### src/scaler_cfg_map.vh
// register map and field layout of the scaler task and input configuration
`ifndef SCALER_CFG_MAP_VH
`define SCALER_CFG_MAP_VH

// register indices; byte address is four times the index
`define TASK_CTL_A_IDX     8'h90
`define FMT_CFG_A_IDX      8'h91
`define REF_DEF_A_IDX      8'h92
`define TASK_CTL_B_IDX     8'hc0
`define FMT_CFG_B_IDX      8'hc1
`define REF_DEF_B_IDX      8'hc2
`define HANDLER_STAT_IDX   8'hbf
`define ADDR_LSB           2

// reset values of the writable registers
`define TASK_CTL_RST       8'h00
`define FMT_CFG_RST        8'h08
`define REF_DEF_RST        8'h00

// task handling control fields
`define TRIG_LO            0
`define TRIG_HI            1
`define REPEAT_BIT         2
`define SKIP_LO            3
`define SKIP_HI            5

// input format configuration fields
`define SAMPLING_BIT       0
`define CHROMA_LO          1
`define CHROMA_HI          2
`define REQ_EN_BIT         3
`define SRC_LO             4
`define SRC_HI             5
`define HOLD_FV_BIT        6
`define V_INVERT_BIT       7

// input reference definition fields
`define VREF_EDGE_BIT      4
`define VREF_TYPE_BIT      5
`define FID_INVERT_BIT     6
`define FD_EDGE_BIT        7

// trigger codes and source codes
`define TRIG_DONE          2'h0
`define TRIG_VSYNC         2'h1
`define TRIG_FID0          2'h2
`define TRIG_FID1          2'h3
`define SRC_DECODER        2'h0
`define SRC_X_YCBCR        2'h1
`define SRC_RAW_ANALOG     2'h2
`define SRC_X_RAW          2'h3

`endif

### src/ref_edge_unit.v
// vertical reference edge selection and field id recovery
`timescale 1ns/10ps
`default_nettype none
module ref_edge_unit
(
    // clock and reset
    input  wire       clk_in,
    input  wire       resetn_in,
    // reference inputs
    input  wire       use_x_port_in,
    input  wire       ext_vertical_ref_in,
    input  wire       ext_horizontal_ref_in,
    input  wire       decoder_vertical_signal_in,
    input  wire       decoder_field_id_in,
    // settings
    input  wire       vertical_ref_edge_in,
    input  wire       vertical_ref_type_in,
    input  wire       field_id_source_invert_in,
    input  wire       field_detect_edge_in,
    // results
    output reg        vref_pulse_out,
    output reg        field_id_out
);
    reg  prev_vref;
    reg  x_field;
    wire vref;
    wire rise;
    wire fall;
    wire fd_hit;

    assign vref = use_x_port_in ? ext_vertical_ref_in
                                : decoder_vertical_signal_in;
    assign rise = vref & ~prev_vref;
    assign fall = ~vref & prev_vref;
    assign fd_hit = field_detect_edge_in ? rise : fall;  // [RULE17]

    always @(posedge clk_in or negedge resetn_in)
    begin
        if (!resetn_in)
        begin
            prev_vref      <= 1'b0;
            x_field        <= 1'b0;
            vref_pulse_out <= 1'b0;
            field_id_out   <= 1'b0;
        end
        else
        begin
            prev_vref <= vref;
            // frame sync gives a pulse on either edge
            if (vertical_ref_type_in)
                vref_pulse_out <= rise | fall;  // [RULE14]
            else
                vref_pulse_out <= vertical_ref_edge_in ? fall : rise;  // [RULE13]
            if (fd_hit)
                x_field <= ext_horizontal_ref_in;  // [RULE15]
            field_id_out <= (use_x_port_in ? x_field : decoder_field_id_in)
                            ^ field_id_source_invert_in;  // [RULE16]
        end
    end
endmodule // ref_edge_unit
`default_nettype wire

### src/scaler_task_cfg.v
// scaler task event handler and input configuration with ahb-lite registers
// Operation
// RULE1: two identical register sets, A and B
// RULE2: two-bit trigger: done, vsync, fid0, fid1
// RULE3: repeat bit runs active task once more
// RULE4: request mode only with external request enabled
// RULE5: request enable means continuous uninterruptible input
// RULE6: two-bit field selects scaler input source
// RULE7: software avoids raw analog composite source
// RULE8: hold bit freezes F and V until line start
// RULE9: v invert flips V bit and gate pin
// RULE10: lowest format bit picks 4:2:2 or 4:1:1
// RULE11: chroma every line, 2nd, 3rd or 4th
// RULE12: source sends dummy chroma when rate nonzero
// RULE13: vertical edge bit picks rising or falling
// RULE14: frame sync type pulses on both edges
// RULE15: x port field id sampled from href
// RULE16: field id invert bit inverts both ids
// RULE17: field detect edge: falling or rising
// RULE18: skip zero to seven fields before task
//
// Chosen here: register access over AHB-Lite.
`timescale 1ns/10ps
`include "scaler_cfg_map.vh"
`default_nettype none
module scaler_task_cfg
(
    // clock and reset
    input  wire        clk_in,
    input  wire        resetn_in,
    // ahb-lite slave
    input  wire        hsel_in,
    input  wire [31:0] haddr_in,
    input  wire [1:0]  htrans_in,
    input  wire        hwrite_in,
    input  wire [2:0]  hsize_in,
    input  wire [31:0] hwdata_in,
    input  wire        hready_in,
    output reg  [31:0] hrdata_out,
    output reg         hreadyout_out,
    output reg         hresp_out,
    // video references and scaler status
    input  wire        ext_vertical_ref_in,
    input  wire        ext_horizontal_ref_in,
    input  wire        decoder_vertical_signal_in,
    input  wire        decoder_field_id_in,
    input  wire        external_request_enable_in,
    input  wire        scaler_ready_in,
    input  wire        task_done_in,
    input  wire        out_line_start_in,
    input  wire        proc_f_in,
    input  wire        proc_v_in,
    // configuration to the scaler
    output reg         active_set_out,
    output reg         task_start_out,
    output reg  [1:0]  scaler_source_out,
    output reg         continuous_stream_out,
    output reg         source_request_out,
    output reg         sampling_scheme_out,
    output reg  [1:0]  chroma_rate_out,
    output reg         vref_pulse_out,
    output reg         field_id_out,
    // sav/eav bits and vertical gate
    output reg         sav_f_out,
    output reg         sav_v_out,
    output reg         gp_vertical_out_pin_out
);
    localparam [2:0] ST_SKIP = 3'b001;
    localparam [2:0] ST_RUN  = 3'b010;
    localparam [2:0] ST_WAIT = 3'b100;

    reg  [7:0]  task_ctl [0:1];
    reg  [7:0]  fmt_cfg  [0:1];
    reg  [7:0]  ref_def  [0:1];
    reg  [2:0]  state;
    reg  [2:0]  next_state;
    reg  [2:0]  skip_left;
    reg  [2:0]  next_skip_left;
    reg         next_set;
    reg         next_start;
    reg         repeated;
    reg         next_repeated;
    reg         wr_pend;
    reg  [7:0]  wr_idx;
    reg  [7:0]  rd_val;
    reg         vref_late;
    wire [7:0]  a_idx;
    wire        a_valid;
    wire        set_sel;
    wire [7:0]  tc;
    wire [7:0]  fc;
    wire [7:0]  rd;
    wire        vref_pulse;
    wire        field_id;
    wire        trig_hit;
    wire        use_x;

    // which register of a set an index names: 1 task, 2 format, 3 refs
    function [1:0] reg_kind;
        input [7:0] idx;
        begin
            case (idx)
                `TASK_CTL_A_IDX, `TASK_CTL_B_IDX: reg_kind = 2'h1;
                `FMT_CFG_A_IDX,  `FMT_CFG_B_IDX:  reg_kind = 2'h2;
                `REF_DEF_A_IDX,  `REF_DEF_B_IDX:  reg_kind = 2'h3;
                default:                          reg_kind = 2'h0;
            endcase
        end
    endfunction

    // set B lives in the c0 block of indices
    function is_set_b;
        input [7:0] idx;
        begin
            is_set_b = idx[6];
        end
    endfunction

    assign a_idx   = haddr_in[`ADDR_LSB+7:`ADDR_LSB];
    assign a_valid = hsel_in & htrans_in[1] & hready_in;

    // register sets A and B, identical layout
    genvar g;
    generate
        for (g = 0; g < 2; g = g + 1)
        begin : gen_set
            always @(posedge clk_in or negedge resetn_in)
            begin
                if (!resetn_in)
                begin
                    task_ctl[g] <= `TASK_CTL_RST;
                    fmt_cfg[g]  <= `FMT_CFG_RST;
                    ref_def[g]  <= `REF_DEF_RST;
                end
                else if (wr_pend && is_set_b(wr_idx) == g)  // [RULE1]
                begin
                    case (reg_kind(wr_idx))
                        2'h1:    task_ctl[g] <= hwdata_in[7:0];
                        2'h2:    fmt_cfg[g]  <= hwdata_in[7:0];
                        2'h3:    ref_def[g]  <= hwdata_in[7:0];
                        default: task_ctl[g] <= task_ctl[g];
                    endcase
                end
            end
        end
    endgenerate

    // read mux; a write in its data phase is forwarded to a following read
    always @*
    begin
        rd_val = 8'h00;
        case (reg_kind(a_idx))
            2'h1: rd_val = task_ctl[is_set_b(a_idx)];
            2'h2: rd_val = fmt_cfg[is_set_b(a_idx)];
            2'h3: rd_val = ref_def[is_set_b(a_idx)];
            default:
            begin
                if (a_idx == `HANDLER_STAT_IDX)
                    rd_val = {2'h0, skip_left, state[1], repeated,
                              active_set_out};
            end
        endcase
        if (wr_pend && wr_idx == a_idx && reg_kind(a_idx) != 2'h0)
            rd_val = hwdata_in[7:0];
    end

    // ahb-lite slave: zero wait states, always okay
    always @(posedge clk_in or negedge resetn_in)
    begin
        if (!resetn_in)
        begin
            wr_pend       <= 1'b0;
            wr_idx        <= 8'h00;
            hrdata_out    <= 32'h0000_0000;
            hreadyout_out <= 1'b0;
            hresp_out     <= 1'b0;
        end
        else
        begin
            hreadyout_out <= 1'b1;
            hresp_out     <= 1'b0;
            wr_pend       <= a_valid & hwrite_in;
            wr_idx        <= a_idx;
            if (a_valid && !hwrite_in)
                hrdata_out <= {24'h00_0000, rd_val};
        end
    end

    // settings of the set that owns the active task
    assign set_sel = active_set_out;
    assign tc      = task_ctl[set_sel];
    assign fc      = fmt_cfg[set_sel];
    assign rd      = ref_def[set_sel];
    assign use_x   = fc[`SRC_LO];  // [RULE6]

    ref_edge_unit u_ref
    (
        .clk_in                     (clk_in),
        .resetn_in                  (resetn_in),
        .use_x_port_in              (use_x),
        .ext_vertical_ref_in        (ext_vertical_ref_in),
        .ext_horizontal_ref_in      (ext_horizontal_ref_in),
        .decoder_vertical_signal_in (decoder_vertical_signal_in),
        .decoder_field_id_in        (decoder_field_id_in),
        .vertical_ref_edge_in       (rd[`VREF_EDGE_BIT]),
        .vertical_ref_type_in       (rd[`VREF_TYPE_BIT]),
        .field_id_source_invert_in  (rd[`FID_INVERT_BIT]),
        .field_detect_edge_in       (rd[`FD_EDGE_BIT]),
        .vref_pulse_out             (vref_pulse),
        .field_id_out               (field_id)
    );

    // field id settles one cycle after the pulse of the edge that sampled
    // it; the field triggers wait for it instead of using the old field
    always @(posedge clk_in or negedge resetn_in)
    begin
        if (!resetn_in)
            vref_late <= 1'b0;
        else
            vref_late <= vref_pulse;
    end

    // trigger decode of the active set
    assign trig_hit =
        (tc[`TRIG_HI:`TRIG_LO] == `TRIG_DONE)  ? 1'b1 :
        (tc[`TRIG_HI:`TRIG_LO] == `TRIG_VSYNC) ? vref_pulse :
        (tc[`TRIG_HI:`TRIG_LO] == `TRIG_FID0)  ? (vref_late & ~field_id) :
                                                 (vref_late & field_id);
                                                 // [RULE2]

    // event handler
    always @*
    begin
        next_state     = state;
        next_skip_left = skip_left;
        next_set       = active_set_out;
        next_repeated  = repeated;
        next_start     = 1'b0;
        case (state)
            ST_SKIP:
            begin
                if (skip_left == 3'h0)
                begin
                    next_start = 1'b1;  // [RULE18]
                    next_state = ST_RUN;
                end
                else if (vref_pulse)
                    next_skip_left = skip_left - 3'h1;  // [RULE18]
            end
            ST_RUN:
            begin
                if (task_done_in)
                    next_state = ST_WAIT;
            end
            ST_WAIT:
            begin
                if (trig_hit)
                begin
                    // repeat once, then the other set takes over
                    if (tc[`REPEAT_BIT] && !repeated)
                        next_repeated = 1'b1;  // [RULE3]
                    else
                    begin
                        next_repeated = 1'b0;
                        next_set      = ~active_set_out;  // [RULE3]
                    end
                    next_skip_left = next_set ?
                        task_ctl[1][`SKIP_HI:`SKIP_LO] :
                        task_ctl[0][`SKIP_HI:`SKIP_LO];  // [RULE18]
                    next_state = ST_SKIP;
                end
            end
            default:
            begin
                next_state = ST_SKIP;
            end
        endcase
    end

    always @(posedge clk_in or negedge resetn_in)
    begin
        if (!resetn_in)
        begin
            state          <= ST_WAIT;
            skip_left      <= 3'h0;
            repeated       <= 1'b0;
            active_set_out <= 1'b0;
            task_start_out <= 1'b0;
        end
        else
        begin
            state          <= next_state;
            skip_left      <= next_skip_left;
            repeated       <= next_repeated;
            active_set_out <= next_set;
            task_start_out <= next_start;
        end
    end

    // input configuration and sav/eav bit handling
    always @(posedge clk_in or negedge resetn_in)
    begin
        if (!resetn_in)
        begin
            scaler_source_out       <= `SRC_DECODER;
            continuous_stream_out   <= 1'b1;
            source_request_out      <= 1'b1;
            sampling_scheme_out     <= 1'b0;
            chroma_rate_out         <= 2'h0;
            vref_pulse_out          <= 1'b0;
            field_id_out            <= 1'b0;
            sav_f_out               <= 1'b0;
            sav_v_out               <= 1'b0;
            gp_vertical_out_pin_out <= 1'b0;
        end
        else
        begin
            scaler_source_out   <= fc[`SRC_HI:`SRC_LO];  // [RULE6]
            sampling_scheme_out <= fc[`SAMPLING_BIT];  // [RULE10]
            chroma_rate_out     <= fc[`CHROMA_HI:`CHROMA_LO];  // [RULE11]
            vref_pulse_out      <= vref_pulse;
            field_id_out        <= field_id;
            // a decoder source never waits, whatever the bit says
            if (fc[`REQ_EN_BIT] || !external_request_enable_in ||
                fc[`SRC_HI:`SRC_LO] == `SRC_DECODER)
            begin
                continuous_stream_out <= 1'b1;  // [RULE5]
                source_request_out    <= 1'b1;  // [RULE5]
            end
            else
            begin
                continuous_stream_out <= 1'b0;
                source_request_out    <= scaler_ready_in;  // [RULE4]
            end
            gp_vertical_out_pin_out <= proc_v_in ^ fc[`V_INVERT_BIT];  // [RULE9]
            if (!fc[`HOLD_FV_BIT] || out_line_start_in)  // [RULE8]
            begin
                sav_f_out <= proc_f_in;
                sav_v_out <= proc_v_in ^ fc[`V_INVERT_BIT];  // [RULE9]
            end
        end
    end
endmodule // scaler_task_cfg
`default_nettype wire

### config.mk
export PLATFORM = sky130hd
export DESIGN_NAME = scaler_task_cfg
export DESIGN_NICKNAME = d
export VERILOG_FILES = /design/src/ref_edge_unit.v /design/src/scaler_task_cfg.v
export VERILOG_INCLUDE_DIRS = /design/src
export SDC_FILE = /design/constraint.sdc
export NUM_CORES = 1
export LEC_CHECK = 0
export BUFFER_PORTS_ARGS = -buffer_cell sky130_fd_sc_hd__buf_2
export CELL_PAD_IN_SITES_DETAIL_PLACEMENT = 2
export CELL_PAD_IN_SITES_GLOBAL_PLACEMENT = 2
export CORE_ASPECT_RATIO = 1.25
export CORE_MARGIN = 2
export CORE_UTILIZATION = 30
export DETAILED_ROUTE_END_ITERATION = 10
export HOLD_SLACK_MARGIN = 0.1
export PLACE_DENSITY_LB_ADDON = 0.2
export REMOVE_ABC_BUFFERS = 1
export SETUP_SLACK_MARGIN = 0.15
export SYNTH_ARGS = -nofsm -noshare
export SYNTH_HDL_FRONTEND = slang
export SYNTH_SLANG_ARGS = --single-unit
### constraint.sdc
create_clock -name clk_in -period 2 [get_ports clk_in]
set_input_delay 0.4 -clock clk_in [delete_from_list [all_inputs] [get_ports clk_in]]
set_output_delay 0.4 -clock clk_in [all_outputs]
set_load 0.05 [all_outputs]
==> reports/metrics.yaml <==
worst_setup_path:
  start_kind: "register"
  cp_slowest_cell: "or3b_4"
  crit_required_ns: 2.23
  crit_path_end_kind: "register"
  cp.arrival_ns: 2.20
  slowest_delay_ns: 0.42
  worstSetupPathType: "reg -> reg"
  crit_fanout: 8
  crit_chain: "nor3_2 -> nand3_2 -> or3b_4 -> nor3b_4 -> buf_12 -> mux2_2"
synthesis:
  synth.most_common_cell: "dfrtp_1"
  synth_top_area_cell: "dfrtp_1"
  synth_edf_count: 0
  avgSynthCellArea_sq_um: 11.88
  syn_area_sq_mm: 0.004576
  yosysUniqueCellTypes: 48
  synth_cells: 385
  synth_common_cells: "dfrtp_1, mux2_2, mux2i_1"
  ys.warnings.count: 0
  synth_top_area_share_pct: 47.03
  synth_ff_type: "dfrtp_1"
  ys_seq_area_share_pct: 49.90
  ys_ff_latch: 91
  synth-async-reset-ratio_pct: 100.0
  synth_area_leaders: "dfrtp_1, mux2_2, mux2i_1"
power:
  ir_drop_v: 0.0003206
  power.total_mw: 5.482
  p_leak_nw: 2.712
  p_per_area_mw_per_mm2: 927.1
clocking:
  cts-root-buf: "clkbuf_16"
  clock_latency_ns: 0.35
  cts.sinks: 91
  htree_levels: 3
  cts_tree: "done"
  clockBufferDepth: 2
  cts.clk_slew.worst_paths_ns: 0.07
  cts_buffers: 9
floorplan:
  core_sq_mm: 0.01495
  ios: 132
  die_w_microns: 114.5
  design.die.area_sq_mm: 0.01626
  rows: 50
  start_util_pct: 30.60
  dieHeight_microns: 142.1
placed_design:
  dpl.cell_count: 650
  place_hpwl_microns: 9319
  gp_congestion: 0.7265
  numPortBuffers: 54
timing:
  rsz0062_at_grt: "yes"
  setup_violations: 0
  hold_viol: 0
  clock.fmax_mhz: 507.1
  finalSetupTns_ns: 0
  fin_skew_ns: 0.008142
  layout_min_cycle_time_ns: 1.972
  hold-worst-slack_ns: 0.2114
  drv_slew: 0
  finalCritPeriodShare_pct: 98.59
drt:
  wl_per_cell_microns: 19.28
  drt-pass1-iter-count: 4
  drc: 0
  via_count: 3347
  dr.first_iter.drc_count: 70
  wirelength_microns: 13050
  ant_nets: 0
  via_per_inst: 4.944
layout:
  finalNonFillerCells: 677
  nets: 578
  fillers: 1580
  num_antenna_cells: 0
  area_delta_synth_final_pct: 29.23
  final_core_util_pct: 39.55
  layout-drive-gt1-share_pct: 42.63
grt:
  grtUsageTotal_pct: 16.71
  grt_pass1_wl_microns: 20600
  grt_max_degree: 35
  grt_antenna_before_repair: 0
  grt-ovfl-total: 0
  grt_pass1_vias: 3754
hold_path:
  hold_path_class: "in -> reg"
flow_run:
  cap_viol_max_count: 0
status:
  status: "finished clean"
==> worst paths after layout <==
path                                       from          end  slack, ns  cells after the start
max in group asynchronous             resetn_in  fmt_cfg[11]       0.78                      3
min reg2reg                u_ref.vref_pulse_out    vref_late       0.47                      0
min in group asynchronous             resetn_in    wr_idx[6]       0.56                      2
max                                   wr_idx[2]  fmt_cfg[14]       0.03                      6
min                                 haddr_in[9]    wr_idx[7]       0.21                      1
max reg2reg                           wr_idx[2]  fmt_cfg[14]       0.03                      6
==> stage by stage <==
step | setup slack, ns | area, sq um
5_1_grt | -0.07694 | 5913
2_1_floorplan | -0.5372 | 4441
6_report | 0.02819 | 5913
4_1_cts | -0.009495 | 5749
3_3_place_gp | -0.02972 | 5276
3_5_place_dp | -0.05199 | 5276
==> kinds of logic after synthesis <==
logic type                 count (synthesis)  share of synthesized area [%]
DFF                                       91                          49.90
and+or+nand+nor                           85                          10.20
AOI/OAI and AO/OA                         52                          7.247
adders and majority gates                  4                          1.094
buffers and inverters                     40                          5.497
other                                      2                         0.1641
muxes                                    100                          23.79
xor gates and xnor gates                  11                          2.105
==> flip-flops by register name, summed over array words and instances (netlist names), 2 cells and up <==
name / count
fmt_cfg: 16
ref_def: 16
task_ctl: 16
hrdata_out: 8
wr_idx: 8
skip_left: 3
state: 3
chroma_rate_out: 2
scaler_source_out: 2
==> power by group <==
part	internal, mW	switching, mW	leakage, nW
Clock	1.11	0.759	0.158
Sequential	2.01	0.190	1.12
Combinational	0.607	0.813	1.43
Total	3.72	1.76	2.71
==> critical path: cells and delay by family (launching register included) <==
kind / cells / cell delay [ns]
buf+inv: 1 / 0.16
mux: 1 / 0.33
flops: 1 / 0.39
simple gates: 4 / 0.97
==> cell usage in the layout (no fill, tap or decap), types with 5 or more instances in the layout <==
cell       Yosys  final
xnor2_1       10      9
dfstp_2        5      5
nand3_1        6      5
dfrtp_1       86     85
buf_12         0      5
conb_1         2     26
o21ai_0       19     16
buf_2          6     52
mux2i_1       39     36
clkbuf_16      0      9
o22ai_1        6      6
nor2_1        17     16
nand2_1       25     25
mux2_2        60     47
inv_1          7      7
mux2_4         0     13
buf_4         25     41
a21oi_1        6      6
==> metal layers <==
layer / wire [microns] / part of all wire [%] / global-route usage (%)
met3: 278 / 2.1 / 2.513
met4: 221 / 1.7 / 6.354
met5: 0 / 0 / 0
met1: 5495 / 42 / 19.59
met2: 7055 / 54 / 30.43
==> area by class of cell <==
type / count / area (sq um) / area share (%)
Inverter: 7 / 26.28 / 0.4444
Sequential cell: 91 / 2285 / 38.64
Tap cell: 182 / 227.7 / 3.851
Clock inverter: 7 / 101.3 / 1.714
Multi-Input combinational cell: 278 / 2325 / 39.31
Timing Repair Buffer: 103 / 723.2 / 12.23
Clock buffer: 9 / 225.2 / 3.809
==> what timing repair did <==
action	4_1_cts	5_1_grt
cloned	0	1
resized for setup	29	19
setup endpoints to repair	24	24
hold buffers	1	0
pin swaps	7	5
setup buffers	4	5
endpoints found under the hold margin	30	0
Note: power is estimated with default switching activity, not from simulation.
